### src/common/uefc_pkg.sv
// Package with register map, field positions and encodings of the UART flow-control block.
// How it works
// - Auto flow input high stops transmitter.
// - Modem control bit 2 picks flow input.
// - Bit 2 set: DSR/DTR, clear: CTS/RTS.
// - Upper trigger raises interrupt, drives output high.
// - Below lower trigger drives output low.
// - Bit 2 picks output; else plain output.
// - Special detect matches second Xoff, flags it.
// - Select 10: flow and detect both normal.
// - Select 01: second Xoff dropped, two interrupts.
// - Enhanced bits writable only while enabled.
// - Enable clear locks enhanced bits.
// - Reset clears all enhanced bits.
// - Transmit select follows feature bits 3:2.
// - Dual mode sends two consecutive characters.
// - Receive select follows feature bits 1:0.
// - Rx 11, tx single: either character matches.
// - Rx 11, tx 11/00: sequence only.
// - Reset selects no software flow control.
// - Four character registers are write-only.
// - Status reads zero when flow disabled.
// - Status bits 3/2: last sent Xon/Xoff.
// - Status bits 1/0: last received Xon/Xoff.
// - Reading status clears indicator bits.
package uefc_pkg;
    localparam logic [7:0] ADDR_EFC = 8'h00;
    localparam logic [7:0] ADDR_XON_CHAR_FIRST = 8'h04;
    localparam logic [7:0] ADDR_XON_CHAR_SECOND = 8'h08;
    localparam logic [7:0] ADDR_XOFF_CHAR_FIRST = 8'h0C;
    localparam logic [7:0] ADDR_XOFF_CHAR_SECOND = 8'h10;
    localparam logic [7:0] ADDR_FCS = 8'h14;
    localparam logic [7:0] ADDR_MCR = 8'h18;
    localparam logic [7:0] ADDR_IER = 8'h1C;
    localparam logic [7:0] ADDR_FCR = 8'h20;
    localparam logic [7:0] ADDR_MSR = 8'h24;
    localparam logic [7:0] ADDR_ISR = 8'h28;
    localparam logic [7:0] ADDR_TRIG = 8'h2C;
    localparam logic [7:0] ADDR_TXCMD = 8'h30;
    localparam int EFC_AUTO_CTS = 7;
    localparam int EFC_AUTO_RTS = 6;
    localparam int EFC_SPECIAL = 5;
    localparam int EFC_ENH = 4;
    localparam int MCR_DTR = 0;
    localparam int MCR_RTS = 1;
    localparam int MCR_SEL = 2;
    localparam int ISR_SPECIAL = 4;
    localparam int ISR_XOFF = 5;
    localparam logic [7:0] MASK_IER = 8'hE0;
    localparam logic [7:0] MASK_ISR = 8'h30;
    localparam logic [7:0] MASK_FCR = 8'h30;
    localparam logic [7:0] MASK_MCR = 8'hEC;
    localparam logic [7:0] MASK_MSR = 8'hFC;
    localparam logic [7:0] RST_BYTE = 8'h00;
    localparam logic [31:0] RST_WORD = 32'h0000_0000;
    localparam logic [1:0] SEL_NONE = 2'b00;
    localparam logic [1:0] SEL_FIRST = 2'b10;
    localparam logic [1:0] SEL_SECOND = 2'b01;
    localparam logic [1:0] SEL_BOTH = 2'b11;
    localparam int FCS_TX_XON = 3;
    localparam int FCS_TX_XOFF = 2;
    localparam int FCS_RX_XON = 1;
    localparam int FCS_RX_XOFF = 0;
    localparam logic [1:0] HTRANS_NONSEQ = 2'b10;
    typedef enum logic [1:0] {UEFC_TX_IDLE, UEFC_TX_SEND, UEFC_TX_SECOND} uefc_tx_t;
endpackage : uefc_pkg

### src/verilog/uefc_flow.sv
// Per-channel enhanced feature and flow-control logic with an AHB-Lite register slave.
//
// Register access over AHB-Lite and the register offsets were decided locally.
`timescale 1ns/1ps
module uefc_flow
    import uefc_pkg::*;
(
    input wire logic hclk,
    input wire logic hresetn,
    input wire logic hsel,
    input wire logic [7:0] haddr,
    input wire logic [1:0] htrans,
    input wire logic hwrite,
    input wire logic [2:0] hsize,
    input wire logic [31:0] hwdata,
    input wire logic hready,
    output logic [31:0] hrdata,
    output logic hreadyout,
    output logic hresp,
    input wire logic cts_n,
    input wire logic dsr_n,
    output logic rts_n,
    output logic dtr_n,
    output logic tx_hold,
    input wire logic [5:0] rx_fill,
    input wire logic rx_valid,
    input wire logic [7:0] rx_char,
    output logic rx_store,
    output logic [7:0] ctl_char,
    output logic ctl_valid,
    input wire logic ctl_ready,
    output logic [7:0] interrupt_enable_reg,
    output logic [7:0] fifo_control_reg,
    output logic [7:0] msr_ctl,
    output logic rx_trig_irq,
    output logic [7:0] isr_enh
);
    logic [7:0] efc, modem_control_reg, xon_char_first, xon_char_second, xoff_char_first, xoff_char_second, fcs, trig;
    logic ph_wr, ph_rd;
    logic [7:0] ph_addr;
    logic cts_m, cts_s, dsr_m, dsr_s;
    logic rx_flow_hi, rx_seq_on, rx_seq_off;
    uefc_tx_t tx_state;
    logic tx_is_xon;

    // Software may only touch the enhanced bits while the unlock bit is set.
    function automatic logic [7:0] gated(input logic [7:0] cur, input logic [7:0] wr,
                                         input logic [7:0] mask, input logic en);
        gated = en ? wr : ((cur & mask) | (wr & ~mask));
    endfunction : gated

    wire take = hsel && hready && htrans == HTRANS_NONSEQ;
    wire wr_now = ph_wr;
    wire [7:0] wd = hwdata[7:0];
    wire enh_on = efc[EFC_ENH];
    wire [1:0] tx_sel = efc[3:2];
    wire [1:0] rx_sel = efc[1:0];
    wire sw_off = efc[3:0] == 4'h0;
    wire rd_fcs = ph_rd && ph_addr == ADDR_FCS;
    wire flow_in = modem_control_reg[MCR_SEL] ? dsr_s : cts_s;

    assign hreadyout = 1'b1;
    assign hresp = 1'b0;

    always_ff @(posedge hclk or negedge hresetn)
    begin
        if (!hresetn)
        begin
            ph_wr <= 1'b0;
            ph_rd <= 1'b0;
            ph_addr <= RST_BYTE;
        end
        else
        begin
            ph_wr <= take && hwrite;
            ph_rd <= take && !hwrite;
            ph_addr <= haddr;
        end
    end

    always_ff @(posedge hclk or negedge hresetn)
    begin
        if (!hresetn)
        begin
            cts_m <= 1'b1;
            cts_s <= 1'b1;
            dsr_m <= 1'b1;
            dsr_s <= 1'b1;
        end
        else
        begin
            cts_m <= cts_n;
            cts_s <= cts_m;
            dsr_m <= dsr_n;
            dsr_s <= dsr_m;
        end
    end

    always_ff @(posedge hclk or negedge hresetn)
    begin
        if (!hresetn)
        begin
            efc <= RST_BYTE;
            modem_control_reg <= RST_BYTE;
            interrupt_enable_reg <= RST_BYTE;
            fifo_control_reg <= RST_BYTE;
            msr_ctl <= RST_BYTE;
            xon_char_first <= RST_BYTE;
            xon_char_second <= RST_BYTE;
            xoff_char_first <= RST_BYTE;
            xoff_char_second <= RST_BYTE;
            trig <= RST_BYTE;
        end
        else if (wr_now)
        begin
            case (ph_addr)
                ADDR_EFC: efc <= wd;
                ADDR_MCR: modem_control_reg <= gated(modem_control_reg, wd, MASK_MCR, enh_on);
                ADDR_IER: interrupt_enable_reg <= gated(interrupt_enable_reg, wd, MASK_IER, enh_on);
                ADDR_FCR: fifo_control_reg <= gated(fifo_control_reg, wd, MASK_FCR, enh_on);
                ADDR_MSR: msr_ctl <= gated(msr_ctl, wd, MASK_MSR, enh_on);
                ADDR_XON_CHAR_FIRST: xon_char_first <= wd;
                ADDR_XON_CHAR_SECOND: xon_char_second <= wd;
                ADDR_XOFF_CHAR_FIRST: xoff_char_first <= wd;
                ADDR_XOFF_CHAR_SECOND: xoff_char_second <= wd;
                ADDR_TRIG: trig <= wd;
                default: ;
            endcase
        end
    end

    assign tx_hold = efc[EFC_AUTO_CTS] && flow_in;

    // Hysteresis: trig[7:4]*4 is the upper level, trig[3:0]*2 is the lower level.
    wire [5:0] upper = {trig[7:4], 2'b00};
    wire [5:0] lower = {1'b0, trig[3:0], 1'b0};
    assign rx_trig_irq = rx_fill >= upper && trig != RST_BYTE;

    always_ff @(posedge hclk or negedge hresetn)
    begin
        if (!hresetn)
            rx_flow_hi <= 1'b0;
        else if (!efc[EFC_AUTO_RTS])
            rx_flow_hi <= 1'b0;
        else if (rx_fill >= upper)
            rx_flow_hi <= 1'b1;
        else if (rx_fill < lower)
            rx_flow_hi <= 1'b0;
    end

    wire auto_out = efc[EFC_AUTO_RTS] && rx_flow_hi;
    assign rts_n = !modem_control_reg[MCR_RTS] || (auto_out && !modem_control_reg[MCR_SEL]);
    assign dtr_n = !modem_control_reg[MCR_DTR] || (auto_out && modem_control_reg[MCR_SEL]);

    wire dual_rx = rx_sel == SEL_BOTH && (tx_sel == SEL_BOTH || tx_sel == SEL_NONE);
    wire any_rx = rx_sel == SEL_BOTH && !dual_rx;
    wire m_on1 = rx_char == xon_char_first;
    wire m_on2 = rx_char == xon_char_second;
    wire m_off1 = rx_char == xoff_char_first;
    wire m_off2 = rx_char == xoff_char_second;
    wire got_on = rx_valid && ((rx_sel == SEL_FIRST && m_on1) || (rx_sel == SEL_SECOND && m_on2)
                  || (any_rx && (m_on1 || m_on2)) || (dual_rx && rx_seq_on && m_on2));
    wire got_off = rx_valid && ((rx_sel == SEL_FIRST && m_off1)
                   || (rx_sel == SEL_SECOND && m_off2)
                   || (any_rx && (m_off1 || m_off2)) || (dual_rx && rx_seq_off && m_off2));
    wire special = rx_valid && efc[EFC_SPECIAL] && m_off2;
    assign rx_store = rx_valid && !(special && rx_sel == SEL_SECOND);

    always_ff @(posedge hclk or negedge hresetn)
    begin
        if (!hresetn)
        begin
            rx_seq_on <= 1'b0;
            rx_seq_off <= 1'b0;
            isr_enh <= RST_BYTE;
        end
        else
        begin
            if (rx_valid)
            begin
                rx_seq_on <= m_on1;
                rx_seq_off <= m_off1;
            end
            if (wr_now && ph_addr == ADDR_ISR)
                isr_enh <= gated(isr_enh, wd, MASK_ISR, enh_on);
            if (special)
                isr_enh[ISR_SPECIAL] <= 1'b1;
            if (got_off && rx_sel == SEL_SECOND && efc[EFC_SPECIAL])
                isr_enh[ISR_XOFF] <= 1'b1;
        end
    end

    wire tx_cmd = wr_now && ph_addr == ADDR_TXCMD && tx_sel != SEL_NONE;
    wire [7:0] ch_first = wd[0] ? xon_char_first : xoff_char_first;
    wire [7:0] ch_second = wd[0] ? xon_char_second : xoff_char_second;
    wire tx_done = tx_state == UEFC_TX_SEND && ctl_ready && tx_sel != SEL_BOTH
                   || tx_state == UEFC_TX_SECOND && ctl_ready;
    assign ctl_valid = tx_state != UEFC_TX_IDLE;

    always_ff @(posedge hclk or negedge hresetn)
    begin
        if (!hresetn)
        begin
            tx_state <= UEFC_TX_IDLE;
            ctl_char <= RST_BYTE;
            tx_is_xon <= 1'b0;
        end
        else
        begin
            case (tx_state)
                UEFC_TX_IDLE:
                    if (tx_cmd)
                    begin
                        tx_state <= UEFC_TX_SEND;
                        tx_is_xon <= wd[0];
                        ctl_char <= tx_sel == SEL_SECOND ? ch_second : ch_first;
                    end
                UEFC_TX_SEND:
                    if (ctl_ready)
                    begin
                        if (tx_sel == SEL_BOTH)
                        begin
                            tx_state <= UEFC_TX_SECOND;
                            ctl_char <= tx_is_xon ? xon_char_second : xoff_char_second;
                        end
                        else
                            tx_state <= UEFC_TX_IDLE;
                    end
                UEFC_TX_SECOND:
                    if (ctl_ready)
                        tx_state <= UEFC_TX_IDLE;
                default: tx_state <= UEFC_TX_IDLE;
            endcase
        end
    end

    always_ff @(posedge hclk or negedge hresetn)
    begin
        if (!hresetn)
            fcs <= RST_BYTE;
        else if (sw_off)
            fcs <= RST_BYTE;
        else
        begin
            if (rd_fcs)
                fcs <= RST_BYTE;
            if (tx_done)
            begin
                fcs[FCS_TX_XON] <= tx_is_xon;
                fcs[FCS_TX_XOFF] <= !tx_is_xon;
            end
            if (got_on || got_off)
            begin
                fcs[FCS_RX_XON] <= got_on;
                fcs[FCS_RX_XOFF] <= got_off;
            end
        end
    end

    wire [7:0] rd_byte = ph_addr == ADDR_EFC ? efc :
                         ph_addr == ADDR_FCS ? {4'h0, fcs[3:0]} :
                         ph_addr == ADDR_MCR ? modem_control_reg :
                         ph_addr == ADDR_IER ? interrupt_enable_reg :
                         ph_addr == ADDR_FCR ? fifo_control_reg :
                         ph_addr == ADDR_MSR ? msr_ctl :
                         ph_addr == ADDR_ISR ? isr_enh :
                         ph_addr == ADDR_TRIG ? trig : RST_BYTE;
    assign hrdata = ph_rd ? {24'h000000, rd_byte} : RST_WORD;

    a_tx_hold_follow: assert property (@(posedge hclk) disable iff (!hresetn)
        efc[EFC_AUTO_CTS] && !modem_control_reg[MCR_SEL] && cts_s |-> tx_hold)
        else $error("transmit not held");
    a_rx_flow_up: assert property (@(posedge hclk) disable iff (!hresetn)
        efc[EFC_AUTO_RTS] && rx_fill >= upper |=> rx_flow_hi || !efc[EFC_AUTO_RTS])
        else $error("flow output not raised");
    a_rx_flow_down: assert property (@(posedge hclk) disable iff (!hresetn)
        rx_fill < lower && rx_fill < upper |=> !rx_flow_hi)
        else $error("flow output not released");
    a_xoff_char_second_drop: assert property (@(posedge hclk) disable iff (!hresetn)
        special && rx_sel == SEL_SECOND |-> !rx_store ##1 isr_enh[ISR_SPECIAL])
        else $error("second xoff stored");
    a_lock_hold: assert property (@(posedge hclk) disable iff (!hresetn)
        wr_now && ph_addr == ADDR_IER && !enh_on |=> interrupt_enable_reg[7:5] == $past(interrupt_enable_reg[7:5]))
        else $error("locked bits changed");
    a_status_zero: assert property (@(posedge hclk) disable iff (!hresetn)
        sw_off |=> fcs == RST_BYTE)
        else $error("status not cleared");
    a_read_clear: assert property (@(posedge hclk) disable iff (!hresetn)
        rd_fcs && !tx_done && !got_on && !got_off |=> fcs == RST_BYTE)
        else $error("status not cleared by read");
    a_dual_seq: assert property (@(posedge hclk) disable iff (!hresetn)
        tx_state == UEFC_TX_SEND && ctl_ready && tx_sel == SEL_BOTH |=> tx_state == UEFC_TX_SECOND)
        else $error("second character skipped");
    a_rx_keep_first: assert property (@(posedge hclk) disable iff (!hresetn)
        rx_valid && rx_sel == SEL_FIRST |-> rx_store)
        else $error("character not stored");
    a_special_flag: assert property (@(posedge hclk) disable iff (!hresetn)
        special |=> isr_enh[ISR_SPECIAL])
        else $error("special flag not set");
    a_plain_out: assert property (@(posedge hclk) disable iff (!hresetn)
        !efc[EFC_AUTO_RTS] |-> rts_n == !modem_control_reg[MCR_RTS] && dtr_n == !modem_control_reg[MCR_DTR])
        else $error("flow output not plain");
    a_either_char: assert property (@(posedge hclk) disable iff (!hresetn)
        rx_valid && any_rx && (m_on1 || m_on2) |-> got_on)
        else $error("single xon not accepted");
    a_tx_status: assert property (@(posedge hclk) disable iff (!hresetn)
        tx_done && !sw_off |=> fcs[FCS_TX_XON] == $past(tx_is_xon)
        && fcs[FCS_TX_XOFF] != $past(tx_is_xon))
        else $error("sent status wrong");
    a_rx_status: assert property (@(posedge hclk) disable iff (!hresetn)
        got_off && !got_on && !sw_off |=> fcs[FCS_RX_XOFF] && !fcs[FCS_RX_XON])
        else $error("received status wrong");
    c_dual_send: cover property (@(posedge hclk) tx_state == UEFC_TX_SECOND && ctl_ready);
    c_xoff_char_second_drop: cover property (@(posedge hclk) special && rx_sel == SEL_SECOND);
    c_rx_xoff: cover property (@(posedge hclk) got_off);
    c_flow_hi: cover property (@(posedge hclk) rx_flow_hi);
endmodule : uefc_flow

### config.mk
export PLATFORM = sky130hd
export DESIGN_NAME = uefc_flow
export DESIGN_NICKNAME = d
export VERILOG_FILES = /design/src/common/uefc_pkg.sv /design/src/verilog/uefc_flow.sv
export SDC_FILE = /design/constraint.sdc
export NUM_CORES = 1
export LEC_CHECK = 0
export ABC_AREA = 1
export BUFFER_PORTS_ARGS = -buffer_cell sky130_fd_sc_hd__buf_2
export CAP_MARGIN = 20
export CORE_AREA = 8 8 136 138
export DETAILED_ROUTE_END_ITERATION = 12
export DIE_AREA = 0 0 144 146
export PLACE_DENSITY = 0.69
export SLEW_MARGIN = 10
export SYNTH_ARGS = -nofsm -noshare
export SYNTH_HDL_FRONTEND = slang
export SYNTH_SLANG_ARGS = --single-unit
### constraint.sdc
create_clock -name hclk -period 1.9 [get_ports hclk]
set_input_delay 0.38 -clock hclk [delete_from_list [all_inputs] [get_ports hclk]]
set_output_delay 0.38 -clock hclk [all_outputs]
set_load 0.02 [all_outputs]
Word level (Yosys, flattened, before mapping):

Cells that the tools add are included.

* bits in read-only memories: 0
* RAM bits: 0
* flip-flop bits (word level): 120
* memories kept: 0
* output and inout bits: 80
* bits in latches: 0
* input port bits: 68
* logic and storage cells: 184

* shift-type cells: 0
* $mul: 0
* $lt $le $gt $ge: 2
* divide/modulo/power cells: 0
* add/subtract/negate cells: 0
* bitwise operators: 5
* reduce and logical (&&, ||, !) cells: 81
* equal/unequal tests: 30
* multiplexer cells: 38

Operators by type and width (number)
* $mux W8: 21
* $eq A8 B6 Y1 const B: 5
* $logic_and A1 B1 Y1: 36
* $eq A8 B5 Y1 const B: 4
* $eq A8 B8 Y1: 4
* $reduce_and A2 Y1: 11
* $eq A8 B4 Y1 const B: 2
* $or A6 B8 Y8: 2
* $or A8 B5 Y8: 2
* $pmux W8 S2: 1
* $logic_or A1 B1 Y1: 13
* $mux W2: 6
* $eq A2 B2 Y1 const B: 5
* $reduce_bool A2 Y1: 5
* $eq A8 B3 Y1 const B: 1
* $logic_not A8 Y1: 1
* $mux W4: 2
* $ne A2 B2 Y1 const B: 4
* $or A8 B2 Y8: 1
* $reduce_bool A8 Y1: 1
* $logic_not A1 Y1: 7
* $eq A2 B1 Y1 const B: 3
* $ge A6 B6 Y1: 1
* $lt A6 B5 Y1: 1
* 10 further kinds: 17

Logic depth before layout (Yosys ltp):

* depth in word-level cells: 12
* gate-level depth with buffers: 11
* gate-level depth less buffers: 11

Worst setup path before layout:

OpenSTA, ideal clock, no wires.

* path kind: register to output
* from: register ph_addr[0]
* to: output port hrdata[4]
* buffers on the path: 0
* path slack: -0.010 ns
* stages on the path, launching flop included: 10
* arrival time: 1.530 ns
* data required time: 1.520 ns
* cell sequence: dfrtp_1 > inv_2 > nand2_2 > nor2_4 > inv_4 > nor2_4 > a21oi_1 > nand3_1 > nand2_1 > a21oi_1

* word-level cells in the longest chain between the ends: 10
* elaborated cells on any way between the ends: 17
* classes of those cells: eq/ne (7); mux (9); reduce/logical (1)

Ends and longest elaborated chain
* from (decl): line uefc_flow.sv:40 `logic [7:0] ph_addr;`
* from (signal assigned): line uefc_flow.sv:77 `ph_addr <= haddr;`
* $eq A8 B6 Y1: line uefc_flow.sv:267 `ph_addr == ADDR_TRIG ? trig : RST_BYTE;`
* $mux W8: line uefc_flow.sv:267
* $mux W8: line uefc_flow.sv:266 `ph_addr == ADDR_ISR ? isr_enh :`
* $mux W8: line uefc_flow.sv:265 `ph_addr == ADDR_MSR ? msr_ctl :`
* $mux W8: line uefc_flow.sv:264 `ph_addr == ADDR_FCR ? fifo_control_reg :`
* $mux W8: line uefc_flow.sv:263 `ph_addr == ADDR_IER ? interrupt_enable_reg :`
* $mux W8: line uefc_flow.sv:262 `ph_addr == ADDR_MCR ? modem_control_reg :`
* $mux W8: line uefc_flow.sv:261 `ph_addr == ADDR_FCS ? {4'h0, fcs[3:0]} :`
* $mux W8 *: line uefc_flow.sv:260 `wire [7:0] rd_byte = ph_addr == ADDR_EFC ? efc :`
* $mux W8 *: line uefc_flow.sv:268 `assign hrdata = ph_rd ? {24'h000000, rd_byte} : RST_WORD;`
* to (decl): line uefc_flow.sv:17 `output logic [31:0] hrdata,`

Every way passes the cells marked *; elsewhere a longest branch is shown, timed or not.

Worst setup path after layout:

* from: register ph_addr[0]
* to: output port hrdata[3]

Same word-level chain as after synthesis.

==> impl_results.md <==
- Pre-CTS setup slack: -0.201 ns
- Worst setup EP type: output port
- Main flop type after synthesis: dfrtp_1
- Post-Syn Area per Cell: 7.72 um2
- Synth cell types: 45
- CP Data Arrival Time: 2.07 ns
- Min Hold Slack: 0.0555 ns
- Antenna viol nets, final: 0
- Number of global-route vias before repair: 6,454
- Antenna violations before repair: 0
- Die X: 144 um
- Vias: 6,332
- VDD IR-drop max: 0.823 mV
- Rows: 47
- RSZ-0062 raised after global routing: true
- CP max FO: 8
- Dpl hpwl: 14.9 mm
- IO Count: 148
- Clock latency on the worst-skew pair: 0.42 ns
- Die area: 21,000 um2
- End of the critical path: hrdata[3]
- Reg2Reg Setup Slack: 0.04 ns
- #FFs+latches synth: 120
- Max Cap Viol: 0
- # H-tree levels: 4
- Final setup vio count: 10
- Shortest period the worst path allows: 2.45 ns
- Slew headroom: 59.2%
- Share of cells above drive strength 1: 28.1%
- Failing checks: negative setup slack
- Clk slew on worst S/H paths: 0.06 ns
- Yosys top cell by area: dfrtp_1
- Final instance count without filler cells: 1,261
- Layout net count: 1,106
- P&R area growth vs syn: 31.8%
- Fin. Hold Viols: 0
- GPL Wtd Cong: 0.911
- Seq/Total Area, Yosys: 45.6%
- Final core occ: 53.4%
- Core Area: 16,300 um2
- Fmax: 408 MHz
- Wire per inst: 16.2 um
- R2R Path Start: ph_addr[0]
- Synth top area cells: dfrtp_1 44%, nand2_1 13%, o21ai_0 8.6%
- Crit path kind: flop to output port
- Max Slew Vio Count: 0
- Setup Skew: 0.00732 ns
- Synth Warn #: 0
- Vias/cell: 5.02
- Outcome: finished, violations left
- DR iter-0 viols: 427
- PortBufs: 94
- Placed cells: 1,203
- Drt pass-1 iters: 5
- Post-synth top area share: 44.0%
- Mapped Area: 6600 um2
- First-pass GRT wire length: 32.4 mm
- Clk buf depth: 2
- CTS tree: done
- Dpl cell area: 7600 um2
- Power density cells: 799 nW/um2
- Drt total wl: 20.5 mm
- CTS Buf Count: 17
- Synth cell count leaders: 232 x nand2_1, 116 x dfrtp_1, 113 x o21ai_0
- Worst min-delay path class: input pin to flop
- Global-route usage over all layers: 20.0%
- Syn Inst Count: 855
- Largest net degree at the start of global routing: 42
- Antenna diode count: 0
- Initial core utilization: 40.5%
- WP data required: 1.52 ns
- Residual DRC: 0
- Most common cell in the netlist: nand2_1
- Async S/R FF share, synth: 100%
- Crit start category: flop
- CTS root buf: clkbuf_16
- GR Overflow Total: 0
- Worst-case reg-to-reg path depth: 12
- Setup ws final: -0.554 ns
- EDFF count, synth: 0
- Worst Max-Slew Pin Slew: 0.612 ns
- Critical Path Source: ph_addr[0]
- P_leak: 4.56 nW
- Die Height: 146 um
- Clock Sinks: 120
- Final period util: 129%
- Reg2reg end: ctl_char[2]
- Final instance area: 8700 um2
==> layout by cell type (no fill, tap or decap), drive strengths merged <==
cell and n:
nand3 33, o211ai 3, o221ai 1, nor4 1, nor2 78, a31oi 1
clkinvlp 1, buf 174, a21boi 1, clkbuf 21, ha 10, xnor2 9
dfstp 4, a211oi 7, inv 108, a21oi 40, o21a 1, or2 6
dlygate4sd3 1, o21ai 127, o21bai 2, o22ai 5, nor3 5, dfrtp 116
nand2 237, xor2 1, conb 26, a41oi 1, clkinv 4, nand4 11
bufinv 6
==> area by class of cell <==
class / count / area, um2
flip-flops and latches: 120 / 3010
repair buffers: 175 / 1190
inverters: 108 / 427
clock inverters: 11 / 194
fillers: 1577 / 7590
clock buffers: 21 / 460
well taps: 220 / 275
multi-input cells: 606 / 3150
==> critical path, cell delays in order (launching register included) <==
cell,delay (ns)
dfrtp_1,0.37
inv_2,0.07
nand2_4,0.09
nor2_4,0.22
inv_4,0.06
nor2_4,0.23
a21oi_1,0.10
nand3_1,0.09
a21oi_1,0.06
nor2_1,0.17
buf_4,0.18
==> through the flow <==
| step | TNS (ns) | power (mW) |
|---|---|---|
| floorplan | -0.00232 | 3.09 |
| global placement | -1.39 | 3.35 |
| detailed placement | -1.49 | 3.37 |
| CTS | -4.76 | 6.97 |
| global route | -6.46 | 7.19 |
| finish | -4.65 | 6.96 |
==> cell families (layout without fill, tap and decap cells) <==
group                    Yosys count  count (layout)  synth area share [%]
AND/OR/NAND/NOR                  368             371                  24.5
AO/OA/AOI/OAI                    189             189                  15.4
buffers and inverters            156             315                  11.1
flip-flops                       120             120                  45.6
adder cells (fa/ha/maj)           10              10                  1.90
XOR/XNOR                          10              10                  1.33
other                              2              26                 0.114
==> worst min-delay path by stage <==
stage             from     endpoint  slack, ns  cells after the start
2_1_floorplan  hresetn  ctl_char[0]       0.08                      0
3_3_place_gp   hresetn  ctl_char[3]       0.33                      1
3_5_place_dp   hresetn  ctl_char[3]       0.33                      1
4_1_cts          cts_n        cts_m       0.05                      1
5_1_grt          cts_n        cts_m       0.05                      1
6_report         cts_n        cts_m       0.06                      1
==> repair_timing <==
action,CTS,global route
cloned,2,1
pin swaps,14,19
gates resized for setup,49,38
endpoints found under the hold margin,24,0
buffers inserted,14,9
endpoints found under the setup margin,12,33
hold buffers,1,0
==> routing by layer <==
metal	wire [um]	GRT usage (%)	vias to the layer above
met5	0	0	-
met1	8620	23.7	2996
li1	-	-	3065
met3	1650	5.94	35
met2	9660	32.9	236
met4	560	8.15	0
==> power by group <==
part	total (mW)	switching, mW	leakage [nW]	internal, mW
combinational	0.678	0.451	3.08	0.227
clock	3.58	1.18	0.318	2.40
sequential	2.70	0.0522	1.16	2.64
Note: power is estimated with default switching activity, not from simulation.
